[config.mk]
export PLATFORM = sky130hd
export DESIGN_NAME = pcp_top
export DESIGN_NICKNAME = d
export VERILOG_FILES = /design/src/hw/pcp_pkg.sv /design/src/hw/pcp_cfg_if.sv /design/src/hw/pcp_sampler.sv /design/src/hw/pcp_top.sv
export SDC_FILE = /design/constraint.sdc
export NUM_CORES = 1
export LEC_CHECK = 0
export BUFFER_PORTS_ARGS = -buffer_cell sky130_fd_sc_hd__buf_2
export CORE_MARGIN = 2
export CORE_UTILIZATION = 25
export DETAILED_ROUTE_END_ITERATION = 10
export HOLD_SLACK_MARGIN = 0.12
export SLEW_MARGIN = 10
export SYNTH_ARGS = -nofsm -noshare
export SYNTH_HDL_FRONTEND = slang
export SYNTH_HIERARCHICAL = 1
export SYNTH_SLANG_ARGS = --single-unit
[constraint.sdc]
create_clock -name clock -period 2.5 [get_ports clock]
set_input_delay 0.125 -clock clock [delete_from_list [all_inputs] [get_ports clock]]
set_output_delay 0.125 -clock clock [all_outputs]
set_load 0.1 [all_outputs]
[src/hw/pcp_pkg.sv]
package pcp_pkg;
  // Register byte addresses
  localparam logic [31:0] PCP_MODE_ADDR    = 32'h400e0f50;
  localparam logic [31:0] PCP_IER_ADDR     = 32'h400e0f54;
  localparam logic [31:0] PCP_IDR_ADDR     = 32'h400e0f58;
  localparam logic [31:0] PCP_IMR_ADDR     = 32'h400e0f5c;
  localparam logic [31:0] PCP_STATUS_ADDR  = 32'h400e0f60;
  localparam logic [31:0] PCP_HOLD_ADDR    = 32'h400e0f64;
  localparam logic [31:0] PCP_WPROT_ADDR   = 32'h400e0f68;
  // Mode register fields
  localparam int PCP_EN_BIT     = 0;
  localparam int PCP_SIZE_LSB   = 4;
  localparam int PCP_IGNORE_BIT = 9;
  localparam int PCP_HALF_BIT   = 10;
  localparam int PCP_ODD_BIT    = 11;
  // Status, enable, disable and mask share this layout
  localparam int PCP_CAPTURE_DATA_READY_BIT   = 0;
  localparam int PCP_OVR_BIT    = 1;
  localparam int PCP_DMA_END_OF_RECEIVE_BIT  = 2;
  localparam int PCP_FULL_BIT   = 3;
  localparam int PCP_WP_BIT     = 0;
  localparam int PCP_IRQ_W      = 4;
  // Word size codes
  localparam logic [1:0] PCP_SIZE_BYTE = 2'h0;
  localparam logic [1:0] PCP_SIZE_HALF = 2'h1;
  localparam logic [1:0] PCP_SIZE_WORD = 2'h2;
  // Values after reset, then data and word widths
  localparam logic [31:0] PCP_MODE_RST = 32'h00000000;
  localparam logic [3:0]  PCP_MASK_RST = 4'h0;
  localparam int PCP_DATA_W = 8;
  localparam int PCP_WORD_W = 32;
  // Bus handshake states
  typedef enum logic [1:0] {PCP_BUS_IDLE, PCP_BUS_ANSWER} pcp_bus_type;
endpackage

[src/hw/pcp_cfg_if.sv]
`timescale 1ns/1ps
interface pcp_cfg_if;
  logic        enable;      // Capture running
  logic [1:0]  size;        // Word size code
  logic        ignore;      // Sample regardless of qualifiers
  logic        half;        // Keep one sample of two
  logic        odd;         // Keep odd-indexed samples
  logic [31:0] word;        // Completed word
  logic        word_valid;  // One-cycle pulse per word
  modport ctl (output enable, size, ignore, half, odd, input word, word_valid);
  modport smp (input enable, size, ignore, half, odd, output word, word_valid);
endinterface

[src/hw/pcp_sampler.sv]
`timescale 1ns/1ps
module pcp_sampler import pcp_pkg::*; #(
  parameter int DATA_W = PCP_DATA_W
) (
  input  logic              clock,     // System clock
  input  logic              sys_rst,   // Synchronous reset
  input  logic              cap_clk,   // Sampling clock pin
  input  logic [DATA_W-1:0] cap_data,  // Parallel data pins
  input  logic              cap_den1,  // First data qualifier
  input  logic              cap_den2,  // Second data qualifier
  pcp_cfg_if.smp            cfg        // Settings in, words out
);
  localparam int SW = DATA_W + 3;
  logic [SW-1:0] s1_r;
  logic [SW-1:0] s2_r;
  logic          clk_prev_r;
  logic          idx_r;
  logic [1:0]    cnt_r;
  logic [31:0]   buf_r;
  logic [31:0]   word_r;
  logic          valid_r;
  logic          edge_seen;
  logic          qual;
  logic          keep;
  logic [31:0]   buf_nxt;

  // Last lane index for a size code; reserved code packs a full word
  function automatic logic [1:0] last_lane(input logic [1:0] size);
    case (size)
      PCP_SIZE_BYTE: last_lane = 2'h0;
      PCP_SIZE_HALF: last_lane = 2'h1;
      default:       last_lane = 2'h3;
    endcase
  endfunction

  ////////////////////////////////////////////////////////////////////////
  // Two-stage synchronisers; data rides with its clock to stay aligned
  always_ff @(posedge clock) begin
    if (sys_rst) begin
      s1_r       <= '0;
      s2_r       <= '0;
      clk_prev_r <= 1'b0;
    end else begin
      s1_r       <= {cap_clk, cap_den1, cap_den2, cap_data};
      s2_r       <= s1_r;
      clk_prev_r <= s2_r[SW-1];
    end
  end

  // Sample point is the rising edge of the pin clock
  assign edge_seen = s2_r[SW-1] & ~clk_prev_r;
  assign qual = edge_seen & cfg.enable & (cfg.ignore | (s2_r[DATA_W+1] & s2_r[DATA_W]));
  assign keep = qual & (~cfg.half | (idx_r == cfg.odd));

  // Sample index parity, counted over qualified samples only
  always_ff @(posedge clock) begin
    if (sys_rst || !cfg.enable) begin
      idx_r <= 1'b0;
    end else if (qual) begin
      idx_r <= ~idx_r;
    end
  end

  // Arrival order fills lanes from the low byte upward
  always_comb begin
    buf_nxt = buf_r;
    buf_nxt[cnt_r*DATA_W +: DATA_W] = s2_r[DATA_W-1:0];
  end

  ////////////////////////////////////////////////////////////////////////
  // Packer; unused upper lanes stay zero for narrow sizes
  always_ff @(posedge clock) begin
    if (sys_rst || !cfg.enable) begin
      cnt_r   <= 2'h0;
      buf_r   <= '0;
      word_r  <= '0;
      valid_r <= 1'b0;
    end else begin
      valid_r <= 1'b0;
      if (keep && cnt_r == last_lane(cfg.size)) begin
        word_r  <= buf_nxt;
        buf_r   <= '0;
        cnt_r   <= 2'h0;
        valid_r <= 1'b1;
      end else if (keep) begin
        buf_r <= buf_nxt;
        cnt_r <= cnt_r + 2'h1;
      end
    end
  end

  assign cfg.word       = word_r;
  assign cfg.word_valid = valid_r;
endmodule

[src/hw/pcp_top.sv]
// The Avalon-MM slave port was decided locally.
`timescale 1ns/1ps
module pcp_top import pcp_pkg::*; #(
  parameter int DATA_W = PCP_DATA_W
) (
  input  logic              clock,                // System clock
  input  logic              sys_rst,              // Synchronous reset
  input  logic [31:0]       address,              // Byte address
  input  logic              read,                 // Read request
  input  logic              write,                // Write request
  input  logic [31:0]       writedata,            // Write data
  input  logic [3:0]        byteenable,           // Write lanes
  output logic [31:0]       readdata,             // Read data
  output logic              waitrequest,          // Hold off master
  output logic              irq,                  // Level interrupt
  output logic              dma_rx_request,       // Word waiting for DMA
  input  logic              dma_end_of_receive,   // DMA end of transfer
  input  logic              dma_buffer_full,      // DMA buffer full
  input  logic              cap_clk,              // Sampling clock pin
  input  logic [DATA_W-1:0] cap_data,             // Parallel data pins
  input  logic              cap_den1,             // First qualifier pin
  input  logic              cap_den2              // Second qualifier pin
);
  pcp_cfg_if cfg ();

  pcp_bus_type bus_r;
  logic [31:0] readdata_r;
  logic        waitrequest_r;
  logic [31:0] mode_r;
  logic        wp_r;
  logic [3:0]  mask_r;
  logic        capture_data_ready_r;
  logic        ovr_r;
  logic        dma_end_of_receive_r;
  logic        full_r;
  logic [31:0] hold_r;
  logic        irq_r;
  logic        req;
  logic        acc;
  logic        acc_wr;
  logic        acc_rd;
  logic [31:0] wd;
  logic [3:0]  status;
  logic [31:0] rd_nxt;

  // Expand byte enables into a bit mask
  function automatic logic [31:0] lane_mask(input logic [3:0] be);
    lane_mask = {{8{be[3]}}, {8{be[2]}}, {8{be[1]}}, {8{be[0]}}};
  endfunction

  // Address match shared by every decode below
  function automatic logic hit(input logic [31:0] a, input logic [31:0] target);
    hit = (a == target);
  endfunction

  ////////////////////////////////////////////////////////////////////////
  // Sampler and packer
  pcp_sampler #(
    .DATA_W (DATA_W)
  ) u_sampler (
    .clock    (clock),
    .sys_rst  (sys_rst),
    .cap_clk  (cap_clk),
    .cap_data (cap_data),
    .cap_den1 (cap_den1),
    .cap_den2 (cap_den2),
    .cfg      (cfg)
  );

  // Settings straight from the mode register
  assign cfg.enable = mode_r[PCP_EN_BIT];
  assign cfg.size   = mode_r[PCP_SIZE_LSB +: 2];
  assign cfg.ignore = mode_r[PCP_IGNORE_BIT];
  assign cfg.half   = mode_r[PCP_HALF_BIT];
  assign cfg.odd    = mode_r[PCP_ODD_BIT];

  ////////////////////////////////////////////////////////////////////////
  // Avalon slave: one wait cycle, then the access is taken
  assign req    = read | write;
  assign acc    = req & (bus_r == PCP_BUS_ANSWER);
  assign acc_wr = acc & write;
  assign acc_rd = acc & read;
  assign wd     = writedata & lane_mask(byteenable);
  assign status = {full_r, dma_end_of_receive_r, ovr_r, capture_data_ready_r};

  // Read mux; unmapped and write-only addresses read zero
  always_comb begin
    rd_nxt = 32'h00000000;
    if (hit(address, PCP_MODE_ADDR)) begin
      rd_nxt = mode_r;
    end else if (hit(address, PCP_IMR_ADDR)) begin
      rd_nxt = {28'h0000000, mask_r};
    end else if (hit(address, PCP_STATUS_ADDR)) begin
      rd_nxt = {28'h0000000, status};
    end else if (hit(address, PCP_HOLD_ADDR)) begin
      rd_nxt = hold_r;
    end else if (hit(address, PCP_WPROT_ADDR)) begin
      rd_nxt = {31'h00000000, wp_r};
    end
  end

  // Handshake state; read data is latched while waitrequest is high
  always_ff @(posedge clock) begin
    if (sys_rst) begin
      bus_r         <= PCP_BUS_IDLE;
      readdata_r    <= 32'h00000000;
      waitrequest_r <= 1'b1;
    end else begin
      case (bus_r)
        PCP_BUS_IDLE: begin
          if (req) begin
            bus_r         <= PCP_BUS_ANSWER;
            readdata_r    <= rd_nxt;
            waitrequest_r <= 1'b0;
          end
        end
        PCP_BUS_ANSWER: begin
          bus_r         <= PCP_BUS_IDLE;
          waitrequest_r <= 1'b1;
        end
        default: begin
          bus_r         <= PCP_BUS_IDLE;
          waitrequest_r <= 1'b1;
        end
      endcase
    end
  end

  assign readdata    = readdata_r;
  assign waitrequest = waitrequest_r;

  ////////////////////////////////////////////////////////////////////////
  // Mode and write protect registers
  always_ff @(posedge clock) begin
    if (sys_rst) begin
      mode_r <= PCP_MODE_RST;
    end else if (acc_wr && hit(address, PCP_MODE_ADDR) && !wp_r) begin
      mode_r <= (mode_r & ~lane_mask(byteenable)) | (wd & 32'h00000e31);
    end
  end

  // Protection stays settable after reset so software can lock early
  always_ff @(posedge clock) begin
    if (sys_rst) begin
      wp_r <= 1'b0;
    end else if (acc_wr && hit(address, PCP_WPROT_ADDR) && byteenable[0]) begin
      wp_r <= writedata[PCP_WP_BIT];
    end
  end

  // Interrupt mask: enable sets, disable clears
  always_ff @(posedge clock) begin
    if (sys_rst) begin
      mask_r <= PCP_MASK_RST;
    end else if (acc_wr && hit(address, PCP_IER_ADDR)) begin
      mask_r <= mask_r | wd[3:0];
    end else if (acc_wr && hit(address, PCP_IDR_ADDR)) begin
      mask_r <= mask_r & ~wd[3:0];
    end
  end

  ////////////////////////////////////////////////////////////////////////
  // Holding register always takes the newest word
  always_ff @(posedge clock) begin
    if (sys_rst) begin
      hold_r <= 32'h00000000;
    end else if (cfg.word_valid) begin
      hold_r <= cfg.word;
    end
  end

  // Data ready: a new word wins over a read in the same cycle
  always_ff @(posedge clock) begin
    if (sys_rst || !cfg.enable) begin
      capture_data_ready_r <= 1'b0;
    end else if (cfg.word_valid) begin
      capture_data_ready_r <= 1'b1;
    end else if (acc_rd && hit(address, PCP_HOLD_ADDR)) begin
      capture_data_ready_r <= 1'b0;
    end else if (acc_wr && hit(address, PCP_STATUS_ADDR) && wd[PCP_CAPTURE_DATA_READY_BIT]) begin
      capture_data_ready_r <= 1'b0;
    end
  end

  // Overrun: sticky until status read, write-one or disable
  always_ff @(posedge clock) begin
    if (sys_rst || !cfg.enable) begin
      ovr_r <= 1'b0;
    end else if (cfg.word_valid && capture_data_ready_r) begin
      ovr_r <= 1'b1;
    end else if (acc_rd && hit(address, PCP_STATUS_ADDR)) begin
      ovr_r <= 1'b0;
    end else if (acc_wr && hit(address, PCP_STATUS_ADDR) && wd[PCP_OVR_BIT]) begin
      ovr_r <= 1'b0;
    end
  end

  // DMA levels are mirrored, one register stage late
  always_ff @(posedge clock) begin
    if (sys_rst) begin
      dma_end_of_receive_r <= 1'b0;
      full_r  <= 1'b0;
    end else begin
      dma_end_of_receive_r <= dma_end_of_receive;
      full_r  <= dma_buffer_full;
    end
  end

  // Interrupt and DMA request come straight from flops
  always_ff @(posedge clock) begin
    if (sys_rst) begin
      irq_r <= 1'b0;
    end else begin
      irq_r <= |(status & mask_r);
    end
  end

  assign irq            = irq_r;
  assign dma_rx_request = capture_data_ready_r;
endmodule

---- Yosys cells after proc, flatten, opt, wreduce, memory -nomap -nowiden ----
Cells that the tools add are included.
word-level totals
  bits in registers ....................... 199
  bits of input ports ..................... 85
  output and inout port bits .............. 35
  word-level logic and storage cells ...... 99
cells by class
  $add $sub $neg .......................... 2
  equality and inequality tests ........... 10
  shifts and indexed selects .............. 2
  mux-type cells .......................... 17
  bitwise logic cells ..................... 23
  reduce and logical (&&, ||, !) cells .... 25
operator list
  operator                   number
  $eq A32 B31 Y1 const B     7
  $mux W32                   4
  $neg A5 Y34                1
  $shift A8 B34 Y32 const A  1
  $shiftx A8 B34 Y32         1
  $and A32 B32 Y32           1
  $bwmux W32                 1
  $not A32 Y32               1
  $or A32 B12 Y32            1
  $logic_and A1 B1 Y1        13
  $and A12 B12 Y12           1
  $and A1 B1 Y1              8
  $and A4 B4 Y4              2
  $mux W1                    8
  $mux W4                    2
  $reduce_bool A3 Y1         2
  $logic_not A2 Y1           2
  $not A1 Y1                 4
  $not A4 Y4                 1
  $or A4 B4 Y4               1
  $pmux W2 S2                1
  $reduce_or A2 Y1           2
  $reduce_or A4 Y1           1
  $or A1 B1 Y1               3
  other kinds (9)            10

---- Longest topological paths before layout ----
  depth after elaboration ................. 8
  depth in mapped cells ................... 8

---- Hierarchy ----
The synthesis kept the hierarchy.
modules (own cells, without submodules)
  module       times used  cells an instance  area an instance (µm²)  seq. area each (µm²)
  pcp_top      1           418                4132.7                  2162.1
  pcp_sampler  1           337                3535.9                  1821.7

---- Least setup slack after synthesis ----
No wires, ideal clock.
  kind .................................... register to register
  start point ............................. reg u_sampler.cnt_r[0]
  end point ............................... reg u_sampler.buf_r[18]
  setup time .............................. 0.079 ns
  arrival ................................. 2.107 ns
  setup slack ............................. 0.313 ns
  cell stages (with the launch flop) ...... 8
  cells stage by stage .................... dfxtp_1 buf_2 inv_1 ha_1 or3b_2 nor3b_2 a21oi_1 a211oi_2
between the ends
  longest elaborated chain between the ends .. 3
  elaborated cells between the ends (all ways) .. 7
  classes of those cells .................. add/sub: 1; eq/ne: 1; shift: 2; mux: 1; reduce/logical: 2
RTL lines
  element                                         RTL line                              source
  start, declared                                 pcp_sampler.sv:18                     logic [1:0] cnt_r;
  start signal, assigned                          pcp_sampler.sv:87                     cnt_r <= cnt_r + 2'h1;
  $neg A5 Y34 or $eq A2 B2 Y1 (tied branches)     pcp_sampler.sv:67, pcp_sampler.sv:80
  $shiftx A8 B34 Y32 (tied with other cells)      pcp_sampler.sv:67                     buf_nxt[cnt_r*DATA_W +: DATA_W] = s2_r[DATA_W-1:0];
  $bwmux W32 or $reduce_or A2 Y1 (tied branches)  --
  end signal, assigned                            pcp_sampler.sv:86                     buf_r <= buf_nxt;
  end, declared                                   pcp_sampler.sv:19                     logic [31:0] buf_r;
Parallel ways exist; a longest one is shown, timed or not.
A chain may end at the register's enable or synchronous reset.

---- Final worst setup path ----
  start point ............................. reg u_sampler.cnt_r[1]
  end point ............................... reg u_sampler.buf_r[17]
Same word-level chain as after synthesis.

==> flow_metrics.env <==
export IMPL_path_class="flip-flop to flip-flop"
export IMPL_maxCapViolCount=0
export IMPL_grt_max_degree=64
export IMPL_yosysWarnings=6
export IMPL_slew_headroom=0.4915
export IMPL_ir_drop_uv=423.4
export IMPL_r2r_start="u_sampler/cnt_r[1]"
export IMPL_first_pass_iters=4
export IMPL_synth_cell_type_count=59
export IMPL_die_w_um=179.1
export IMPL_htreeDepth=4
export IMPL_syn_nets=845
export IMPL_cts_resized=0
export IMPL_netlist_instances=755
export IMPL_routed_via_density=4.562
export IMPL_rsz0062_at_grt="false"
export IMPL_synth_enable_flop_cells=0
export IMPL_outcome="complete, no violations"
export IMPL_p_leak_nw=3.355
export IMPL_startpoint="u_sampler/cnt_r[1]"
export IMPL_nNetsFinal=963
export IMPL_synthToLayoutAreaGrowth_pct=23.87
export IMPL_dp_cells=1226
export IMPL_place_hpwl_um=13060
export IMPL_tns_ns=0
export IMPL_max_stage_delay_ns=0.49
export IMPL_clock_latency_ns=0.43
export IMPL_post_cts_buffers=0
export IMPL_synth_seq_cells=199
export IMPL_drive_above_1_share=0.2212
export IMPL_tightest_slew_ns=0.7592
export IMPL_grt_antenna_before_repair=0
export IMPL_vias=5849
export IMPL_drt_iter0_drc=360
export IMPL_cpLargestDelayFamily="simple AND/OR/NAND/NOR gates"
export IMPL_rows=64
export IMPL_num_antenna_cells=0
export IMPL_final_cells=1282
export IMPL_min_delay_start="read"
export IMPL_fillers=3150
export IMPL_port_buffers=96
export IMPL_synthArstFlopShare=0
export IMPL_dieHeight_um=179.1
export IMPL_coreArea_um2=30430
export IMPL_p_per_area_nw_per_um2=652.2
export IMPL_critPathCaptureType="flip-flop"
export IMPL_period_minus_slack_ns=2.205
export IMPL_numClockSinks=199
export IMPL_numCtsBuffers=17
export IMPL_yosysSeqAreaShare=0.5195
export IMPL_num_io_pins=120
export IMPL_root_buffer="clkbuf_16"
export IMPL_multi_input_area_um2=3455
export IMPL_worst_path_buf_inv=2
export IMPL_max_freq_mhz=453.4
export IMPL_finalClockSkew_ns=0.01558
export IMPL_worst_r2r_cell_count=7
export IMPL_cts_tree="done"
export IMPL_wirelength_um=18780
export IMPL_hp_class="input port to flip-flop"
export IMPL_path_cells="inv_1 > ha_1 > or3b_2 > nor3b_2 > buf_4 > a21oi_1 > a211oi_1"
export IMPL_grt_pass1_wl_um=29850
export IMPL_hold_viol=0
export IMPL_finalCritPeriodShare=0.8822
export IMPL_gr_total_overflow=0
export IMPL_routabilityCongestion=0.8008
export IMPL_hold_depth=3
export IMPL_worstPathArrival_ns=2.55
export IMPL_initial_utilization=0.2520
export IMPL_grt_pass1_vias=5479
export IMPL_setup_violations=0
export IMPL_die_area_um2=32090
export IMPL_avgRoutedWirePerCell_um=14.65
export IMPL_cp_start_kind="flip-flop"
export IMPL_cts_buffer_depth=2
export IMPL_cp_required_ns=2.84
export IMPL_crit_cells=7
export IMPL_finalMaxSlewViolations=0
export IMPL_seq_area_um2=3985
export IMPL_cp_max_fo=8
export IMPL_cts_clk_slew_worst_paths_ns=0.08
export IMPL_syn_area_um2=7669
export IMPL_synth_top_flop_cell="dfxtp_1"
export IMPL_drc_errors=0
export IMPL_crit_slowest_cell="or3b_2"
export IMPL_track_usage=0.1204
export IMPL_postSynthAreaPerCell_um2=10.16
export IMPL_drtAntennaViolNets=0
-- per-layer routing --
metal	track usage	wire, um
met5	0	0
met4	0.02520	93
met3	0.02375	966
met2	0.2011	8624
met1	0.1610	9092
-- state kept, by name, summed over array words and instances, names as in the netlist, named ones only --
signal / cells
mode_r: 26
u_sampler/cfg.word_valid: 1
waitrequest: 1
irq: 1
readdata: 32
u_sampler/s2_r: 11
u_sampler/idx_r: 1
u_sampler/buf_r: 32
hold_r: 32
bus_r: 1
dma_end_of_receive_r: 1
full_r: 1
u_sampler/cfg.word: 32
u_sampler/cnt_r: 2
ovr_r: 1
dma_rx_request: 1
u_sampler/s1_r: 11
u_sampler/clk_prev_r: 1
wp_r: 1
-- stage by stage --
step / util / hold WS, ns / power, mW / setup slack (ns) / area (um2)
2_1_floorplan: - / 0.1966 / 3.358 / 0.3135 / 7669
3_3_place_gp: 0.2840 / 0.3388 / 3.457 / 0.3751 / 8641
3_5_place_dp: 0.2840 / 0.3380 / 3.458 / 0.3545 / 8641
4_1_cts: 0.3122 / 0.1211 / 6.275 / 0.2974 / 9499
5_1_grt: 0.3122 / 0.1388 / 6.428 / 0.1307 / 9499
6_report: 0.3122 / 0.1457 / 6.195 / 0.2945 / 9499
-- path summary, 6_finish.rpt --
| check | to | slack (ns) |
|---|---|---|
| worst max register to register | u_sampler/buf_r[17] | 0.29 |
| worst min register to register | u_sampler/s2_r[4] | 0.44 |
| worst min-delay path | bus_r[0] | 0.15 |
| worst max-delay path | u_sampler/buf_r[17] | 0.29 |
-- repair_timing --
action / CTS / global route
hold endpoints to repair: 25 / 0
hold buffers: 24 / 0
setup endpoints to repair: 0 / 0
-- synth_stat cells (4+ instances only) --
cell type  number  area (um2)
ha_1            5       62.56
dfxtp_1       199        3984
inv_1           6       22.52
nor2b_1        58       362.9
o21ai_0        32       160.2
nor3_1          4       20.02
o2bb2ai_1      32       280.3
a21bo_2         4       40.04
mux2i_1        42       420.4
a211oi_2       27       337.8
a22oi_1        31       232.7
nand4_1         4       25.02
nand3b_1        4       30.03
a21oi_1        47       235.2
buf_6           4       45.04
buf_4           5       37.54
and2_1         30       187.7
nor2_1         83       311.6
nand3_1        10       50.05
clkbuf_1       22       82.58
nand2_1        37       138.9
buf_2           9       45.04
-- where the power goes --
group          switching (mW)  internal, mW
Clock                    1.41          1.37
Combinational           0.111        0.0879
Sequential             0.0220          3.19
Total                    1.55          4.65
-- logic make-up after synthesis --
kind of cell | Yosys count | synth area share
and+or+nand+nor | 260 | 0.1871
DFF | 199 | 0.5195
AOI/OAI and AO/OA | 196 | 0.1940
buffers and inverters | 49 | 0.03182
muxes | 42 | 0.05482
adders and majority gates | 5 | 0.008158
xor gates and xnor gates | 4 | 0.004569
-- layout make-up --
class	count	share of cell area
sequential	199	0.4195
multi-input combinational	507	0.3637
timing repair buffer	142	0.09721
tap	396	0.05216
clock buffer	17	0.04478
clock inverter	15	0.02028
inverter	6	0.002371
-- cells in the final DEF, fill, tap and decap left out, types with 3 or more instances in the layout --
cell type | synthesis | layout
o21ai_0 | 32 | 32
mux2i_1 | 42 | 42
nor3_1 | 4 | 4
nand3b_1 | 4 | 4
nand4_1 | 4 | 4
a211oi_1 | 3 | 3
nor4_4 | 3 | 3
buf_12 | 0 | 3
clkbuf_16 | 0 | 17
inv_1 | 6 | 6
dlygate4sd3_1 | 0 | 24
o2bb2ai_1 | 32 | 32
a22oi_1 | 31 | 31
buf_4 | 5 | 19
and2b_1 | 3 | 3
o31ai_1 | 3 | 3
nand2_1 | 37 | 37
a21bo_2 | 4 | 4
nor4_1 | 3 | 3
nor2b_1 | 58 | 58
xor2_1 | 3 | 3
nand2b_1 | 3 | 3
nor2_1 | 83 | 82
clkinv_8 | 0 | 6
a211oi_2 | 27 | 27
dfxtp_1 | 199 | 198
and2_1 | 30 | 30
nand3_1 | 10 | 10
buf_2 | 9 | 96
a21oi_1 | 47 | 46
ha_1 | 5 | 5
-- tightest hold or removal path, stage by stage --
cell and delay [ns]:
buf_2 0.13, nor2_1 0.17, nor3_1 0.10
No activity file was read; power rests on OpenSTA's default activity.
